[config.mk]
export PLATFORM = sky130hd
export DESIGN_NAME = bdt_branch_decode
export DESIGN_NICKNAME = d
export VERILOG_FILES = /design/src/bdt_branch_decode.v
export VERILOG_INCLUDE_DIRS = /design/src /design/src/common
export SDC_FILE = /design/constraint.sdc
export NUM_CORES = 1
export LEC_CHECK = 0
export BUFFER_PORTS_ARGS = -buffer_cell sky130_fd_sc_hd__buf_2
export CORE_MARGIN = 2
export CORE_UTILIZATION = 45
export CTS_CLUSTER_DIAMETER = 30
export DETAILED_ROUTE_END_ITERATION = 6
export GPL_ROUTABILITY_DRIVEN = 0
export GPL_TIMING_DRIVEN = 0
export PLACE_DENSITY = 0.76
export SYNTH_ARGS = -nofsm -noshare
export SYNTH_HDL_FRONTEND = slang
export SYNTH_SLANG_ARGS = --single-unit
[constraint.sdc]
create_clock -name ref_clk -period 9.8 [get_ports ref_clk]
set_input_delay 0.98 -clock ref_clk [delete_from_list [all_inputs] [get_ports ref_clk]]
set_output_delay 0.98 -clock ref_clk [all_outputs]
set_load 0.01 [all_outputs]
[src/common/bdt_regs.vh]
`ifndef BDT_REGS_VH
`define BDT_REGS_VH
// Primary opcodes
`define BDT_OPC_UNCOND 6'h12
`define BDT_OPC_COND 6'h10
// Hint codes of the newer encoding
`define BDT_HINT_NONE 2'h0
`define BDT_HINT_RSVD 2'h1
`define BDT_HINT_NOT_TAKEN 2'h2
`define BDT_HINT_TAKEN 2'h3
// Predict codes on the predict output
`define BDT_PRED_NONE 2'h0
`define BDT_PRED_NOT_TAKEN 2'h2
`define BDT_PRED_TAKEN 2'h3
// Reset values
`define BDT_RESET_WORD 32'h00000000
`endif

[src/bdt_branch_decode.v]
// Functional notes
// - Opcode 18 is unconditional; displacement bits 6-29, absolute bit 30, link bit 31.
// - Relative unconditional target is sign-extended displacement times four plus own address.
// - Absolute unconditional target is sign-extended displacement times four, no address added.
// - Target method comes only from the absolute bit of the word.
// - Link bit set loads link register with next instruction address; else unchanged.
// - Neither branch alters the exception register or condition field zero.
// - Opcode 16 is conditional; option, bit index, displacement, absolute, link fields.
// - Relative conditional target is sign-extended 14-bit displacement times four plus address.
// - Absolute conditional target is sign-extended 14-bit displacement times four.
// - Bit index picks the one condition register bit tested.
// - Options 0000y/0001y decrement count; branch if condition false and count nonzero/zero.
// - Options 0100y/0101y decrement count; branch if condition true and count nonzero/zero.
// - 001zy branches on false, 011zy on true, count untouched; 1z1zz always.
// - 1z00y/1z01y decrement count; branch on nonzero/zero count, condition ignored.
// - Newer mode flags any nonzero z position as an invalid form.
// - Older y position is a prediction hint only, default zero.
// - Older family mode accepts any z and y values without flagging.
// - Newer a and t positions carry hints only; outcomes unchanged.
// - Hint 00 none, 01 reserved, 10 likely not taken, 11 likely taken.
`include "bdt_regs.vh"
`timescale 1ns/1ps
`default_nettype none

module bdt_branch_decode (
  input wire ref_clk,
  input wire rstn,
  input wire instValid,
  input wire [31:0] instWord,
  input wire [31:0] instAddr,
  input wire [31:0] condReg,
  input wire newerMode,
  output reg resultValid,
  output reg isBranch,
  output reg branchTaken,
  output reg [31:0] targetAddr,
  output reg linkWrite,
  output reg [31:0] linkValue,
  output reg invalidForm,
  output reg [1:0] predictHint,
  output reg [31:0] loopCountRegister
);

  // Field bit 0 is the MSB of instWord

  // Sign-extend a displacement and append two zero bits
  function [31:0] sext_disp;
    input [23:0] disp;
    input isShort;
    begin
      if (isShort) begin
        sext_disp = {{16{disp[13]}}, disp[13:0], 2'h0};
      end else begin
        sext_disp = {{6{disp[23]}}, disp, 2'h0};
      end
    end
  endfunction

  // Count test for the decrementing options
  function count_ok;
    input zeroWanted;
    input isZero;
    begin
      count_ok = zeroWanted ? isZero : ~isZero;
    end
  endfunction

  // Hint as reported; reserved code shows as none
  function [1:0] hint_clean;
    input [1:0] code;
    begin
      if (code == `BDT_HINT_RSVD) begin
        hint_clean = `BDT_PRED_NONE;
      end else begin
        hint_clean = code;
      end
    end
  endfunction

  wire [5:0] opcode;
  wire uncond;
  wire cond;
  wire eitherBranch;
  wire absoluteSelect;
  wire linkSelect;
  wire [23:0] wordOffsetField;
  wire [4:0] branchOptionField;
  wire [4:0] conditionBitIndex;
  wire [13:0] shortDisplacement;
  wire [4:0] crPos;
  wire condBit;
  wire [31:0] countDec;
  wire countZero;
  wire [31:0] dispExt;
  wire [31:0] relTarget;
  wire [31:0] nextAddr;
  wire effectOk;

  assign opcode = instWord[31:26];
  assign uncond = instValid & (opcode == `BDT_OPC_UNCOND);
  assign wordOffsetField = instWord[25:2];

  assign cond = instValid & (opcode == `BDT_OPC_COND);
  assign branchOptionField = instWord[25:21];
  assign conditionBitIndex = instWord[20:16];
  assign shortDisplacement = instWord[15:2];

  // Bits shared by both forms
  assign absoluteSelect = instWord[1];
  assign linkSelect = instWord[0];
  assign eitherBranch = uncond | cond;

  // bit index counts from the MSB
  assign crPos = 5'h1f - conditionBitIndex;
  assign condBit = condReg[crPos];

  // Decremented count and its zero test
  assign countDec = loopCountRegister - 32'h00000001; // Wraps from zero
  assign countZero = (countDec == 32'h00000000);

  assign dispExt = uncond ? sext_disp(wordOffsetField, 1'b0)
                          : sext_disp({10'h000, shortDisplacement}, 1'b1);
  assign relTarget = dispExt + instAddr;
  assign nextAddr = instAddr + 32'h00000004;

  // Decode results of the option field
  reg decDo;
  reg takeD;
  reg zBad;
  reg [1:0] hintD;

  // Taken decision per option pattern
  always @* begin
    takeD = 1'b0;
    case (branchOptionField[4:2])
      3'h0: begin
        takeD = ~condBit & count_ok(branchOptionField[1], countZero);
      end
      3'h2: begin
        takeD = condBit & count_ok(branchOptionField[1], countZero);
      end
      3'h1: begin
        takeD = ~condBit;
      end
      3'h3: begin
        takeD = condBit;
      end
      3'h4, 3'h6: begin
        takeD = count_ok(branchOptionField[1], countZero);
      end
      3'h5, 3'h7: begin
        takeD = 1'b1;
      end
      default: begin
        takeD = 1'b0;
      end
    endcase
  end

  always @* begin
    decDo = ~branchOptionField[2];
  end

  // reserved z positions in newer mode
  always @* begin
    zBad = 1'b0;
    if (newerMode) begin
      if (~branchOptionField[4] & ~branchOptionField[2]) begin
        zBad = branchOptionField[0];
      end else if (branchOptionField[4] & branchOptionField[2]) begin
        zBad = branchOptionField[3] | branchOptionField[1] | branchOptionField[0];
      end
    end
  end

  // Prediction hint per encoding
  always @* begin
    hintD = `BDT_PRED_NONE;
    if (newerMode) begin
      // a and t carry hints only
      if (branchOptionField[4] & ~branchOptionField[2]) begin
        hintD = hint_clean({branchOptionField[3], branchOptionField[0]});
      end else if (~branchOptionField[4] & branchOptionField[2]) begin
        hintD = hint_clean(branchOptionField[1:0]);
      end
    end else begin
      if (~(branchOptionField[4] & branchOptionField[2]) & branchOptionField[0]) begin
        hintD = `BDT_PRED_TAKEN;
      end
    end
  end

  // Effects allowed: unconditional, or a well-formed conditional
  // Refused forms have no link and no count effect
  assign effectOk = uncond | (cond & ~zBad);

  // Answer strobe one cycle after each fetch
  always @(posedge ref_clk) begin
    if (!rstn) begin
      resultValid <= 1'b0;
    end else begin
      resultValid <= instValid;
    end
  end

  // Branch kind of the answered word
  always @(posedge ref_clk) begin
    if (!rstn) begin
      isBranch <= 1'b0;
    end else begin
      isBranch <= eitherBranch;
    end
  end

  // Taken outcome; refused forms never branch
  always @(posedge ref_clk) begin
    if (!rstn) begin
      branchTaken <= 1'b0;
    end else begin
      branchTaken <= uncond | (cond & takeD & ~zBad);
    end
  end

  // absolute bit alone picks the method
  always @(posedge ref_clk) begin
    if (!rstn) begin
      targetAddr <= `BDT_RESET_WORD;
    end else if (absoluteSelect) begin
      targetAddr <= dispExt;
    end else begin
      targetAddr <= relTarget;
    end
  end

  always @(posedge ref_clk) begin
    if (!rstn) begin
      linkWrite <= 1'b0;
    end else begin
      linkWrite <= effectOk & linkSelect;
    end
  end

  // Link value holds until the next linking branch
  always @(posedge ref_clk) begin
    if (!rstn) begin
      linkValue <= `BDT_RESET_WORD;
    end else if (effectOk & linkSelect) begin
      linkValue <= nextAddr;
    end
  end

  // Refused form strobe
  always @(posedge ref_clk) begin
    if (!rstn) begin
      invalidForm <= 1'b0;
    end else begin
      invalidForm <= cond & zBad;
    end
  end

  // Hint only for conditional words
  always @(posedge ref_clk) begin
    if (!rstn) begin
      predictHint <= `BDT_PRED_NONE;
    end else if (cond) begin
      predictHint <= hintD;
    end else begin
      predictHint <= `BDT_PRED_NONE;
    end
  end

  // only link and count change state
  // Count steps on well-formed counting patterns
  always @(posedge ref_clk) begin
    if (!rstn) begin
      loopCountRegister <= `BDT_RESET_WORD;
    end else if (cond & decDo & ~zBad) begin
      loopCountRegister <= countDec;
    end
  end

endmodule // bdt_branch_decode

`default_nettype wire

==> reports/metrics.yaml <==
outcome:
  status: "finished, final reports clean"
global_routing:
  antenna_found_initial: 0
  track_usage_pct: 24.99
  grt_max_degree: 19
  grt_pass1_vias: 6151
  grt-ovfl-total: 0
  grt_pass1_wl_um: 32200
placement:
  dpl.cell_count: 1203
  place_ws_ns: 5.036
  port_buffers: 198
  hpwl_um: 15730
  placed_area_sq_um: 7980
logic_synthesis:
  yosysWarnings: 0
  synth-main-ff-cell: "dfxtp_1"
  syn_area_sq_um: 6759
  yosys.area.top_type: "dfxtp_1"
  syn_nets: 954
  synth_area_leaders: "dfxtp_1 31%, nor2_1 6.1%, ha_1 5.9%"
  synth_edf_count: 0
  yosysMostFrequentCell: "nor2_1"
  synth_common_cells: "109 x nor2_1, 103 x dfxtp_1, 51 x nand2_1, 44 x clkbuf_1, 40 x a21oi_1"
  async_reset_ff_share_pct: 0
  yosys_register_bits: 103
  synth_top_area_share_pct: 30.51
  ys_types: 65
  avgSynthCellArea_sq_um: 8.233
  ys_seq_area_share_pct: 30.51
  synth_cells: 821
hold_path:
  holdPathStages: 2
  hold_class: "reg2reg"
  min_to: "linkValue[9]"
  hp-start: "linkValue[9]"
worst_setup_path:
  crit_buf_inv: 2
  cp_common_cell: "a21oi_1"
  cp_slowest_cell: "o31ai_1"
  timing.rr.end: "branchTaken"
  r2r_slack_ns: 6.49
  cp_cell_sequence: "buf_2 -> nor4_1 -> and3_1 -> and2_1 -> clkbuf_1 -> a21o_1 -> ha_1 -> a21oi_1 -> o211ai_1 -> a21oi_1 -> a31oi_1 -> o31ai_1 -> o221ai_1 -> xnor2_1 -> o21ai_0"
  reg2reg_from: "loopCountRegister[0]"
  critPathLaunchType: "input port"
  critPathMaxStageDelay_ns: 0.62
  cp_max_fo: 10
  crit_family: "compound AO/OA/AOI/OAI gates"
  worst_setup_path_end_kind: "flop"
  critPathRequiredTime_ns: 10.03
  crit_arrival_ns: 4.64
  critPathKind: "in2reg"
  reg2reg_depth: 10
cells_and_area:
  drive_above_1_share_pct: 23.57
  fillers: 1408
  stdcell_area_sq_um: 8262
  fin_nets: 1163
  synthToLayoutAreaGrowth_pct: 22.23
  instances_no_fill: 1219
  diodes: 0
power:
  ir_drop_mv: 0.08535
  switching_power_uw: 310.1
  power.share.switching_pct: 30.54
  pwr_density_cell_nw_per_um2: 122.9
  p_int_uw: 705.5
  finalPower_uw: 1016
  pwr-share-seq_pct: 43.1
  p_clk_share_pct: 34.5
  p_leak_uw: 0.003647
  pwr-share-comb_pct: 22.3
timing:
  setup_slack_ns: 5.391
  rsz0062_at_grt: "false"
  worst_pin_slew_ns: 1.019
  max_freq_mhz: 226.8
  timing.final.crit_period_ns: 4.409
  slew_violations: 0
  fin_tns_setup_ns: 0
  setup_viol: 0
  finalClockSkew_ns: 0.005993
  hold_viol: 0
  slew_headroom_pct: 31.50
  timing.final.crit_share_pct: 44.99
floorplanning:
  design.core.area_sq_um: 14590
  boundaryPins: 203
  rows: 44
  die_x_um: 126.6
  die_area_sq_um: 16020
  die-height_um: 126.6
  start_util_pct: 46.33
cts:
  clkTransAtPathRegs_ns: 0.07
  numCtsBuffers: 9
  root_buffer: "clkbuf_16"
  cts_tree: "done"
  cts_sinks: 103
  hold_buffers: 0
  clock_latency_ns: 0.36
  clock_path_buffers: 2
  postCtsSetupBuffers: 0
  ctsResizeCount: 0
  cts_max_level: 3
route:
  drc: 0
  routed_wl_um: 20630
  detail_route.first_pass.iterations: 5
  vias: 6978
  ant_nets: 0
  drt_iter0_drc: 482
  routed_via_density: 5.724
  drt-wirelength-per-cell_um: 16.93
flow_run:
  drv_cap: 0
## metal layers
metal / share of wire [%] / vias up / routed length [um] / track usage (%)
met5: 0 / - / 0 / 0
met4: 2.4 / 0 / 488 / 7.951
met3: 7.3 / 37 / 1511 / 4.555
met2: 47 / 290 / 9686 / 40.74
met1: 43 / 3229 / 8947 / 33.63
li1: - / 3422 / - / -
## how the worst max path moves through the flow
stage,startpoint,cells after the start,endpoint
after global routing,instWord[26],15,targetAddr[27]
after CTS,instWord[26],15,targetAddr[29]
after global placement,instWord[26],15,targetAddr[29]
final,instWord[26],15,targetAddr[29]
after floorplan,instWord[26],15,targetAddr[28]
after detailed placement,instWord[26],15,targetAddr[29]
## metrics by stage
| stage | hold WS, ns | utilization (%) |
|---|---|---|
| 6_report | 0.4981 | 56.63 |
| 5_1_grt | 0.5178 | 56.63 |
| 4_1_cts | 0.5004 | 56.63 |
| 3_5_place_dp | 0.4907 | 54.70 |
| 3_3_place_gp | 0.4781 | 54.70 |
| 2_1_floorplan | 0.5184 | - |
## state kept, by name, summed over array words and instances (netlist names)
signal and cells:
branchTaken 1, predictHint 2, resultValid 1, targetAddr 32
linkValue 32, isBranch 1, invalidForm 1, linkWrite 1
loopCountRegister 32
## logic make-up (layout without fill, tap and decap cells)
group,Yosys count,after routing,synth area share (%)
AND/OR/NAND/NOR,336,336,25.95
AO/OA/AOI/OAI,195,195,19.71
flip-flops,103,103,30.51
XOR/XNOR,73,73,9.459
buffers and inverters,63,277,3.610
adder cells (fa/ha/maj),33,33,6.220
multiplexers,18,18,4.535
## cells in the final DEF, fill, tap and decap left out, types with 32 or more instances in the layout
cell,n
clkbuf_1,44
xor2_1,37
ha_1,32
buf_2,198
xnor2_1,36
dfxtp_1,103
a21oi_1,40
nand2_1,51
o21ai_0,32
nor2_1,109
## power groups by stage
| stage | sequential, uW | combinational [uW] | clock [uW] |
|---|---|---|---|
| after global placement | 448 | 220 | 0 |
| after floorplan | 454 | 138 | 0 |
| final | 438 | 227 | 351 |
| after detailed placement | 447 | 224 | 0 |
| after CTS | 438 | 225 | 356 |
| after global routing | 439 | 250 | 373 |
## worst reg2reg max path: stages, from the launching register on
cell     delay, ns
dfxtp_1       0.50
inv_1         0.08
ha_1          0.26
nor3b_2       0.23
or4b_1        0.52
a21oi_1       0.14
a21oi_1       0.05
or4_1         0.52
or4_4         0.57
o31ai_4       0.26
nor3b_2       0.06
## area by class of cell
cell class	count	area [sq um]	area share, %
tap	184	230.2	2.787
buffer	47	183.9	2.226
inverter	16	60.06	0.7269
timing repair buffer	198	991.0	11.99
multi-input combinational	655	4453	53.90
clock inverter	7	56.30	0.6815
sequential	103	2062	24.96
clock buffer	9	225.2	2.726
No activity file was read; power rests on OpenSTA's default activity.
